**src/hw/ewl_defs.vh**
```
// constants for the nvm write-done interrupt and wake-up block
// assumes plain verilog-2005, included by bare name
`ifndef EWL_DEFS_VH
`define EWL_DEFS_VH

`define EWL_ADDR_CTRL     12'h000
`define EWL_ADDR_FLAGS    12'h004
`define EWL_ADDR_FLAG_SET 12'h008
`define EWL_ADDR_FLAG_CLR 12'h00c
`define EWL_ADDR_STATUS   12'h010
`define EWL_ADDR_IRQ_STS  12'h014
`define EWL_ADDR_IRQ_CLR  12'h018
`define EWL_ADDR_IRQ_EN   12'h01c
`define EWL_ADDR_LOWPWR   12'h020

// ctrl fields
`define EWL_CTRL_GIE      0
`define EWL_CTRL_NVM_EN   1
`define EWL_CTRL_GRP_EN   2
// flag fields
`define EWL_FLG_NVM       0
`define EWL_FLG_GRP       1
// status fields
`define EWL_ST_STACK_FULL 0
`define EWL_ST_ASLEEP     1
`define EWL_ST_IN_ISR     2
// irq event fields
`define EWL_EV_VECTOR     0
`define EWL_EV_WAKE       1
`define EWL_EV_NVM_DONE   2

`define EWL_CTRL_RST      3'h0
`define EWL_GIE_RST       1'b0
`define EWL_WAKE_PULSE    1

`endif

```
**src/hw/ewl_irq_wake.v**
```verilog
// nvm write-done interrupt source, group request, vector call and wake-up
// assumes an apb master on sys_clk and a core that acks vector calls and returns
//
// Contract
// - nvm write completion sets the write-done flag, feeding the group request.
// - vector call needs global, source and group enables, event, and stack room.
// - taking the vector clears the global interrupt enable.
// - service clears only the group flag; source flag needs software clear.
// - in sleep any nvm or external flag rising edge wakes, enables ignored.
// - async flag sources set flags only through sys_clk synchronisers, not while the oscillator is stopped.
// - flags persist until serviced or cleared; enables only block servicing.
// - entry pushes only the program counter; core saves nothing else.
// - interrupt return resumes and sets the global enable again.
// - plain return resumes and leaves the global enable unchanged.
`timescale 1ns/100ps
`include "ewl_defs.vh"

module ewl_irq_wake #(
  parameter EXT_SRC = 2
) (
  input  wire                sys_clk,
  input  wire                rst_b,
  input  wire                psel,
  input  wire                penable,
  input  wire                pwrite,
  input  wire [11:0]         paddr,
  input  wire [31:0]         pwdata,
  input  wire [3:0]          pstrb,
  output reg  [31:0]         prdata,
  output reg                 pready,
  output reg                 pslverr,
  input  wire                nvm_write_busy,
  input  wire [EXT_SRC-1:0]  ext_src_async,
  input  wire                stack_full,
  input  wire                vector_ack,
  input  wire                return_from_irq_instr,
  input  wire                return_instr,
  output reg                 vector_req,
  output reg                 push_pc,
  output reg                 wake_req,
  output reg                 global_irq_enable,
  output reg                 irq
);

  localparam ST_IDLE = 3'b001;
  localparam ST_CALL = 3'b010;
  localparam ST_ISR  = 3'b100;

  reg  [2:0]          state;
  reg  [2:0]          next_state;
  reg                 nvm_busy_d;
  reg                 nvm_write_done_flag;
  reg                 nvm_write_done_enable;
  reg                 group_enable;
  reg                 group_request_flag;
  reg  [EXT_SRC-1:0]  ext_meta;
  reg  [EXT_SRC-1:0]  ext_sync;
  reg  [EXT_SRC-1:0]  ext_sync_d;
  reg  [EXT_SRC-1:0]  ext_flag;
  reg  [EXT_SRC:0]    flags_d;
  reg                 asleep;
  reg  [2:0]          irq_sts;
  reg  [2:0]          irq_en;
  reg  [31:0]         next_prdata;

  wire                wr_acc;
  wire                rd_acc;
  wire                addr_ok;
  wire                nvm_done_pulse;
  wire [EXT_SRC:0]    all_flags;
  wire                flag_rise;
  wire                take_vector;
  wire [2:0]          ev;
  wire                wr_ctrl;
  wire                wr_flag_set;
  wire                wr_flag_clr;
  wire                wr_irq_clr;
  wire                wr_irq_en;
  wire                wr_lowpwr;
  wire                in_isr;
  wire                return_from_irq_instr_seen;

  assign wr_acc = psel & penable & pwrite & ~pready;
  assign rd_acc = psel & penable & ~pwrite & ~pready;
  assign addr_ok = (paddr == `EWL_ADDR_CTRL) | (paddr == `EWL_ADDR_FLAGS) |
                   (paddr == `EWL_ADDR_FLAG_SET) | (paddr == `EWL_ADDR_FLAG_CLR) |
                   (paddr == `EWL_ADDR_STATUS) | (paddr == `EWL_ADDR_IRQ_STS) |
                   (paddr == `EWL_ADDR_IRQ_CLR) | (paddr == `EWL_ADDR_IRQ_EN) |
                   (paddr == `EWL_ADDR_LOWPWR);

  // one write strobe per writable register, byte lane 0 only
  assign wr_ctrl     = wr_acc & pstrb[0] & (paddr == `EWL_ADDR_CTRL);
  assign wr_flag_set = wr_acc & pstrb[0] & (paddr == `EWL_ADDR_FLAG_SET);
  assign wr_flag_clr = wr_acc & pstrb[0] & (paddr == `EWL_ADDR_FLAG_CLR);
  assign wr_irq_clr  = wr_acc & pstrb[0] & (paddr == `EWL_ADDR_IRQ_CLR);
  assign wr_irq_en   = wr_acc & pstrb[0] & (paddr == `EWL_ADDR_IRQ_EN);
  assign wr_lowpwr   = wr_acc & pstrb[0] & (paddr == `EWL_ADDR_LOWPWR);
  assign in_isr      = (state == ST_ISR);
  assign return_from_irq_instr_seen   = in_isr & return_from_irq_instr;

  // falling edge of busy marks end of write cycle
  assign nvm_done_pulse = nvm_busy_d & ~nvm_write_busy;

  assign all_flags = {ext_flag, nvm_write_done_flag};
  assign flag_rise = |(all_flags & ~flags_d);

  // call only with every enable, a pending request and stack room
  assign take_vector = (state == ST_IDLE) & global_irq_enable & nvm_write_done_enable &
                       group_enable & group_request_flag & ~stack_full;

  assign ev = {nvm_done_pulse, asleep & flag_rise, take_vector};

  // busy edge detector and per-source synchronisers
  always @(posedge sys_clk) begin
    if (!rst_b) begin
      nvm_busy_d <= 1'b0;
      ext_meta   <= {EXT_SRC{1'b0}};
      ext_sync   <= {EXT_SRC{1'b0}};
      ext_sync_d <= {EXT_SRC{1'b0}};
      flags_d    <= {(EXT_SRC+1){1'b0}};
    end else begin
      nvm_busy_d <= nvm_write_busy;
      ext_meta   <= ext_src_async;
      ext_sync   <= ext_meta;
      ext_sync_d <= ext_sync;
      flags_d    <= all_flags;
    end
  end

  // external source flags: set on rising edge, sticky, set beats clear
  genvar gi;
  generate
    for (gi = 0; gi < EXT_SRC; gi = gi + 1) begin : g_ext
      always @(posedge sys_clk) begin
        if (!rst_b) begin
          ext_flag[gi] <= 1'b0;
        end else if (ext_sync[gi] & ~ext_sync_d[gi]) begin
          ext_flag[gi] <= 1'b1;
        end else if (wr_flag_set & pwdata[gi+2]) begin
          ext_flag[gi] <= 1'b1;
        end else if (wr_flag_clr & pwdata[gi+2]) begin
          ext_flag[gi] <= 1'b0;
        end
      end
    end
  endgenerate

  // source flag: hardware set wins, only software clears
  always @(posedge sys_clk) begin
    if (!rst_b) begin
      nvm_write_done_flag <= 1'b0;
    end else if (nvm_done_pulse) begin
      nvm_write_done_flag <= 1'b1;
    end else if (wr_flag_set & pwdata[`EWL_FLG_NVM]) begin
      nvm_write_done_flag <= 1'b1;
    end else if (wr_flag_clr & pwdata[`EWL_FLG_NVM]) begin
      nvm_write_done_flag <= 1'b0;
    end
  end

  // group flag: follows source, cleared by service or software
  always @(posedge sys_clk) begin
    if (!rst_b) begin
      group_request_flag <= 1'b0;
    end else if (nvm_done_pulse) begin
      group_request_flag <= 1'b1;
    end else if (take_vector) begin
      group_request_flag <= 1'b0;
    end else if (wr_flag_set & pwdata[`EWL_FLG_GRP]) begin
      group_request_flag <= 1'b1;
    end else if (wr_flag_clr & pwdata[`EWL_FLG_GRP]) begin
      group_request_flag <= 1'b0;
    end
  end

  // service sequence
  always @* begin
    next_state = state;
    case (state)
      ST_IDLE: begin
        if (take_vector) begin
          next_state = ST_CALL;
        end
      end
      ST_CALL: begin
        if (vector_ack) begin
          next_state = ST_ISR;
        end
      end
      ST_ISR: begin
        if (return_from_irq_instr | return_instr) begin
          next_state = ST_IDLE;
        end
      end
      default: begin
        next_state = ST_IDLE;
      end
    endcase
  end

  always @(posedge sys_clk) begin
    if (!rst_b) begin
      state      <= ST_IDLE;
      vector_req <= 1'b0;
      push_pc    <= 1'b0;
    end else begin
      state      <= next_state;
      vector_req <= (next_state == ST_CALL);
      push_pc    <= take_vector;
    end
  end

  // global enable: cleared on entry, restored by interrupt return or a ctrl write
  always @(posedge sys_clk) begin
    if (!rst_b) begin
      global_irq_enable <= `EWL_GIE_RST;
    end else if (take_vector) begin
      global_irq_enable <= 1'b0;
    end else if (return_from_irq_instr_seen) begin
      global_irq_enable <= 1'b1;
    end else if (in_isr & return_instr) begin
      global_irq_enable <= global_irq_enable;
    end else if (wr_ctrl) begin
      global_irq_enable <= pwdata[`EWL_CTRL_GIE];
    end
  end

  // enables: clearing them only blocks service, flags stay
  always @(posedge sys_clk) begin
    if (!rst_b) begin
      nvm_write_done_enable <= 1'b0;
      group_enable          <= 1'b0;
    end else if (wr_ctrl) begin
      nvm_write_done_enable <= pwdata[`EWL_CTRL_NVM_EN];
      group_enable          <= pwdata[`EWL_CTRL_GRP_EN];
    end
  end

  // wake pulse on any nvm or external flag rise while asleep, enables ignored
  always @(posedge sys_clk) begin
    if (!rst_b) begin
      wake_req <= 1'b0;
    end else begin
      wake_req <= asleep & flag_rise;
    end
  end

  // low-power state, left on wake
  always @(posedge sys_clk) begin
    if (!rst_b) begin
      asleep <= 1'b0;
    end else if (asleep & flag_rise) begin
      asleep <= 1'b0;
    end else if (wr_lowpwr) begin
      asleep <= pwdata[0];
    end
  end

  // interrupt status: event set wins over clear
  always @(posedge sys_clk) begin
    if (!rst_b) begin
      irq_sts <= 3'h0;
    end else if (wr_irq_clr) begin
      irq_sts <= (irq_sts & ~pwdata[2:0]) | ev;
    end else begin
      irq_sts <= irq_sts | ev;
    end
  end

  // interrupt enables
  always @(posedge sys_clk) begin
    if (!rst_b) begin
      irq_en <= 3'h0;
    end else if (wr_irq_en) begin
      irq_en <= pwdata[2:0];
    end
  end

  // level interrupt from enabled status bits
  always @(posedge sys_clk) begin
    if (!rst_b) begin
      irq <= 1'b0;
    end else begin
      irq <= |(irq_sts & irq_en);
    end
  end

  // read data mux, zero outside a read access
  always @* begin
    next_prdata = 32'h0;
    if (rd_acc) begin
      case (paddr)
        `EWL_ADDR_CTRL: begin
          next_prdata = {29'h0, group_enable, nvm_write_done_enable, global_irq_enable};
        end
        `EWL_ADDR_FLAGS: begin
          next_prdata = {{(30-EXT_SRC){1'b0}}, ext_flag, group_request_flag,
                         nvm_write_done_flag};
        end
        `EWL_ADDR_STATUS: begin
          next_prdata = {29'h0, in_isr, asleep, stack_full};
        end
        `EWL_ADDR_IRQ_STS: begin
          next_prdata = {29'h0, irq_sts};
        end
        `EWL_ADDR_IRQ_EN: begin
          next_prdata = {29'h0, irq_en};
        end
        `EWL_ADDR_LOWPWR: begin
          next_prdata = {31'h0, asleep};
        end
        default: begin
          next_prdata = 32'h0;
        end
      endcase
    end
  end

  // apb slave, one wait state
  always @(posedge sys_clk) begin
    if (!rst_b) begin
      pready  <= 1'b0;
      pslverr <= 1'b0;
    end else begin
      pready  <= psel & penable & ~pready;
      pslverr <= psel & penable & ~pready & ~addr_ok;
    end
  end

  // read data register, stands in the pready cycle only
  always @(posedge sys_clk) begin
    if (!rst_b) begin
      prdata <= 32'h0;
    end else begin
      prdata <= next_prdata;
    end
  end

endmodule // ewl_irq_wake

```
**config.mk**
```make
export PLATFORM = sky130hd
export DESIGN_NAME = ewl_irq_wake
export DESIGN_NICKNAME = d
export VERILOG_FILES = /design/src/hw/ewl_irq_wake.v
export VERILOG_INCLUDE_DIRS = /design/src /design/src/hw
export SDC_FILE = /design/constraint.sdc
export NUM_CORES = 1
export LEC_CHECK = 0
export ABC_AREA = 1
export BUFFER_PORTS_ARGS = -buffer_cell sky130_fd_sc_hd__buf_2
export CAP_MARGIN = 20
export CORE_ASPECT_RATIO = 2
export CORE_MARGIN = 3
export CORE_UTILIZATION = 41
export CTS_CLUSTER_SIZE = 16
export DETAILED_ROUTE_END_ITERATION = 10
export HOLD_SLACK_MARGIN = 0.08
export PLACE_DENSITY = 0.8
export SLEW_MARGIN = 0
export SYNTH_ARGS = -nofsm -noshare
export SYNTH_HDL_FRONTEND = slang
export SYNTH_SLANG_ARGS = --single-unit
```
**constraint.sdc**
```tcl
create_clock -name sys_clk -period 1.4 [get_ports sys_clk]
set_clock_uncertainty 0.15 [all_clocks]
set_input_delay 0.42 -clock sys_clk [delete_from_list [all_inputs] [get_ports sys_clk]]
set_output_delay 0.42 -clock sys_clk [all_outputs]
set_load 0.03 [all_outputs]
```
==> results.json, run 1 <==
{
  "synth_top_cell_area_share": 0.372,
  "firstDrtPassIters": 5,
  "cts_buffers": 5,
  "worst_ep_required_time_ns": 1.43,
  "cp-start-kind": "register",
  "viasPerCell": 4.79,
  "initial_utilization": 0.429,
  "antenna_found_initial": 0,
  "cp_max_fo": 8,
  "io_pins": 99,
  "ant_nets": 0,
  "synthTopCellsByCount": "58 x nand2_1, 47 x inv_1, 37 x dfxtp_1",
  "critPathSlowestCell": "dfxtp_2",
  "avgSynthCellArea_um2": 6.85,
  "drv_slew": 0,
  "root_buffer": "clkbuf_8",
  "hold_viol": 0,
  "nets": 408,
  "area_delta_synth_final_pct": 22.5,
  "synth_area_leaders": "dfxtp_1 37%, buf_4 11%, nand2_1 11%, inv_1 8.9%, nand3_1 5.8%",
  "hold_class": "in -> reg",
  "postSynthCellCount": 291,
  "die_width_um": 55.3,
  "synth-seq-area-share": 0.372,
  "cts_buffer_depth": 2,
  "fmaxAchievable_mhz": 707,
  "holdPathStages": 3,
  "yosys_warnings": 0,
  "irDropWorstVdd_mv": 0.765,
  "path_delay_family": "simple AND/OR/NAND/NOR gates",
  "outcome": "complete, but fails checks",
  "htree_levels": 2,
  "synth_flop_cell": "dfxtp_1",
  "grt_pass1_vias": 1799,
  "cts_sinks": 37,
  "clkTransAtPathRegs_ns": 0.07,
  "critical_path_depth": 7,
  "yosysMostFrequentCell": "nand2_1",
  "ys_types": 23,
  "postSynthRegisterBits": 37,
  "portBuffers": 39,
  "p_per_area_nw_per_um2": 932,
  "core_area_um2": 4640,
  "hpwl_mm": 3.63,
  "synth_edf_count": 0,
  "final_layout_size_suffix_gt1_frac": 0.276,
  "die_area_um2": 5780,
  "grt_pass1_wl_mm": 7.45,
  "via_count": 1930,
  "grt_use_total": 0.159,
  "setup_viol": 2,
  "setup_ws_ns": -0.0146,
  "clk-insertion-delay-late_ns": 0.29,
  "n_antenna_cell": 0,
  "min_period_over_period": 1.01,
  "rows": 35,
  "max_cap_violations": 0,
  "yosys.area.top_type": "dfxtp_1",
  "cp-end-kind": "register",
  "routed_wirelength_mm": 4.63,
  "violations": "setup timing",
  "tritoncts": "done",
  "grt_overflow": 0,
  "cts_hold_buf": 0,
  "drcViolationCount": 0,
  "rsz0062_at_grt": "yes",
  "fillers": 487,
  "wl_per_cell_um": 11.5,
  "finalCriticalPeriod_ns": 1.41,
  "ys_async_sr_fraction": 0,
  "arrival_ns": 1.45,
  "crit_chain": "inv_2, nand3_2, nor2_2, buf_6, nand4_1, nor2_1, o22ai_1",
  "grt_max_degree": 23,
  "chipHeight_um": 105,
  "reg2regPathDepth": 7,
  "dp_slack_ns": -0.266,
  "critPathMaxStageDelay_ns": 0.32,
  "setup_tns_ns": -0.0146,
  "drtIter0Drc": 69,
  "critPathKind": "reg -> reg",
  "crit_buf_inv": 2,
  "p_leak_nw": 1.22,
  "synthesis.area_um2": 1990,
  "gp_congestion": 0.867
}
-- power breakdown --
| group | switching, mW | internal [mW] |
|---|---|---|
| combinational | 0.221 | 0.0865 |
| sequential | 0.0119 | 1.07 |
| clock | 0.364 | 0.517 |
-- cells in the final DEF, fill, tap and decap left out, types with 2 or more instances in the layout --
cell type	instances
nor2_2	9
inv_1	46
conb_1	28
dfxtp_1	35
dfxtp_2	2
o21ai_1	8
o22ai_1	2
clkbuf_8	5
clkbuf_4	2
nor3_1	3
o21ai_0	2
inv_2	6
a21oi_1	11
nand4_1	14
nand3_1	20
nand2_1	58
nor2_4	5
buf_4	14
buf_2	36
o21ai_2	2
nor2_1	23
nand3_2	3
buf_6	4
-- final timing paths --
path	from	to	slack [ns]
hold / removal	ext_src_async[1]	ext_meta[1]	0.16
hold reg to reg	ext_meta[0]	ext_sync[0]	0.27
setup / recovery	pready	irq_sts[0]	-0.01
setup reg to reg	pready	irq_sts[0]	-0.01
-- cell families (layout without fill, tap and decap cells) --
| family | Yosys count | in the layout | synth area share |
|---|---|---|---|
| simple gates | 139 | 139 | 0.327 |
| flops | 37 | 37 | 0.372 |
| buf+inv | 86 | 116 | 0.224 |
| compound gates | 28 | 28 | 0.0753 |
| other cells | 1 | 28 | 0.00188 |
-- worst register-to-register path: stages, from the launching register on --
cell	delay, ns
dfxtp_2	0.32
inv_2	0.04
nand3_2	0.07
nor2_2	0.11
buf_6	0.15
nand4_1	0.23
nor2_1	0.17
o22ai_1	0.08
-- timing repair --
item	in CTS	in global routing
hold endpoints to repair	0	0
setup buffers	1	1
pin swaps	4	5
setup endpoints to repair	10	23
gates resized for setup	8	19
-- state kept, by name, indices dropped and copies added, names as in the netlist --
register               cells
ext_sync_d                 2
ext_sync                   2
global_irq_enable          1
nvm_busy_d                 1
ext_meta                   2
asleep                     1
irq_sts                    3
nvm_write_done_enable      1
vector_req                 1
irq                        1
pready                     1
group_request_flag         1
flags_d                    3
all_flags                  2
wake_req                   1
group_enable               1
state                      3
pslverr                    1
push_pc                    1
prdata                     4
irq_en                     3
nvm_write_done_flag        1
-- per-stage QoR --
step	std cells	area, um2	hold slack (ns)	utilization	power [mW]
finish	403	2440	0.163	0.526	2.28
global route	403	2440	0.168	0.526	2.36
CTS	402	2370	0.163	0.510	2.28
detailed placement	394	2240	0.255	0.483	1.40
global placement	394	2240	0.249	0.483	1.40
floorplan	318	2100	0.240	-	1.36
-- layout make-up --
type	count	area, um2	share of cell area
Clock buffer	5	68.8	0.0282
Clock inverter	2	35.0	0.0143
Inverter	52	195	0.0799
Multi-Input combinational cell	195	966	0.395
Sequential cell	37	743	0.304
Tap cell	55	68.8	0.0282
Timing Repair Buffer	57	365	0.150
-- layer usage --
layer  share of wire  global-route usage
met2            0.57               0.309
met1            0.33               0.151
met3           0.072              0.0321
met4           0.026              0.0765
met5               0                   0
No activity file was read; power rests on OpenSTA's default activity.
==> inputs of run 2 (changes only) <==
- SETUP_SLACK_MARGIN: default -> 0.2
==> results.json, run 2 (synthesis results as in run 1) <==
{
  "die_width_um": 55.3,
  "hold_class": "in -> reg",
  "core_area_um2": 4640,
  "root_buffer": "clkbuf_8",
  "nets": 412,
  "routed.top_layer": "met4",
  "drtIter0Drc": 41,
  "firstDrtPassIters": 4,
  "tritoncts": "done",
  "antenna_found_initial": 0,
  "max_cap_violations": 0,
  "mostFrequentLayoutCell": "nand2_1",
  "clkTransAtPathRegs_ns": 0.07,
  "r2r_start": "pready",
  "fmaxAchievable_mhz": 701,
  "r2r-end": "irq_sts[1]",
  "cts_buffers": 5,
  "fin_util": 0.573,
  "rows": 35,
  "final_cells": 408,
  "portBuffers": 39,
  "arrival_ns": 1.47,
  "critPathKind": "reg -> reg",
  "irDropWorstVdd_mv": 0.788,
  "initial_utilization": 0.429,
  "worstSetupStartpoint": "pready",
  "viasPerCell": 4.75,
  "grt_pass1_wl_mm": 8.00,
  "area_delta_synth_final_pct": 33.4,
  "via_count": 1937,
  "p_leak_nw": 1.27,
  "ant_nets": 0,
  "cp-end-kind": "register",
  "largest_reg_flops": 4,
  "drv_slew": 0,
  "met3_wirelength_um": 301,
  "rsz0062_at_grt": "yes",
  "outcome": "complete, but fails checks",
  "cts_sinks": 37,
  "finalCriticalPeriod_ns": 1.43,
  "cts_hold_buf": 0,
  "wl_met1_mm": 1.58,
  "largest_register": "prdata",
  "die_area_um2": 5780,
  "hold_viol": 0,
  "mostFrequentLayoutCells": "55 x nand2_1, 40 x inv_1, 29 x buf_2",
  "cp-start-kind": "register",
  "final_layout_size_suffix_gt1_frac": 0.374,
  "wl_met2_mm": 2.78,
  "cts_buffer_depth": 2,
  "chipHeight_um": 105,
  "drcViolationCount": 0,
  "hpwl_mm": 3.75,
  "violations": "setup timing",
  "holdCritStartpoint": "ext_src_async[0]",
  "r2r_slack_ns": -0.03,
  "reg2regPathDepth": 6,
  "min_period_over_period": 1.02,
  "setup_viol": 4,
  "grt_max_degree": 23,
  "wl_per_cell_um": 11.9,
  "worst_ep_required_time_ns": 1.44,
  "setup_ws_ns": -0.0272,
  "clk-insertion-delay-late_ns": 0.30,
  "dp.cells": 395,
  "gp_congestion": 0.920,
  "setup_tns_ns": -0.0615,
  "n_antenna_cell": 0,
  "total_power_mw": 2.26,
  "fillers": 440,
  "grt_pass1_vias": 1769,
  "grt_overflow": 0,
  "routed_wirelength_mm": 4.87,
  "cp_max_fo": 7,
  "grt_use_total": 0.174,
  "holdPathStages": 3,
  "hold_path_end": "ext_meta[0]",
  "io_pins": 99,
  "p_per_area_nw_per_um2": 848,
  "htree_levels": 2
}
## run 2: cell count changes in the layout (fill, tap and decap cells not counted), sizes merged
cell	before	now
buf	55	61
bufinv	1	0
clkinv	1	0
inv	52	53
## run 2: worst max-delay path, cell delays in order (launching register included)
cell,delay (ns)
dfxtp_4,0.34
inv_2,0.06
nand3_4,0.07
nor2_4,0.20
nand4_1,0.24
nor2_2,0.19
o22ai_2,0.08
## run 2: where the power goes
group          total, mW  switching [mW]  internal, mW
Clock              0.849           0.395         0.454
Combinational      0.325           0.232        0.0925
Sequential          1.08          0.0131          1.07
Total               2.26           0.640          1.62
## run 2: per-stage QoR
step / setup WS [ns] / cell area, um2 / hold slack [ns]
3_5_place_dp: -0.307 / 2290 / 0.265
2_1_floorplan: 0.0271 / 2160 / 0.240
3_3_place_gp: -0.269 / 2290 / 0.247
4_1_cts: -0.0183 / 2550 / 0.150
6_report: -0.0272 / 2660 / 0.153
5_1_grt: -0.139 / 2660 / 0.158
## run 2: worst max-delay path by stage
stage / slack [ns] / end
after global placement: -0.27 / irq_sts[1]
after CTS: -0.02 / irq_sts[1]
after floorplan: 0.03 / group_enable
after detailed placement: -0.31 / irq_sts[1]
final: -0.03 / irq_sts[1]
after global routing: -0.14 / group_request_flag
## run 2: area by class of cell
type | instances | area [um2] | share of cell area
multi-input combinational | 195 | 1080 | 0.406
sequential | 37 | 766 | 0.288
timing repair buffer | 61 | 442 | 0.166
inverter | 52 | 198 | 0.0744
clock buffer | 7 | 96.3 | 0.0362
tap | 55 | 68.8 | 0.0259
clock inverter | 1 | 8.76 | 0.00329
## run 2: repair_timing
action / in CTS / in global routing
buffers inserted: 3 / 2
pin swaps: 14 / 15
gates resized for setup: 50 / 28
setup endpoints to repair: 34 / 34
## run 2: metal layers
layer,global-route usage,up-vias
met1,0.161,869
met3,0.0383,17
met2,0.342,73
met5,0,-
met4,0.0783,0
li1,-,978
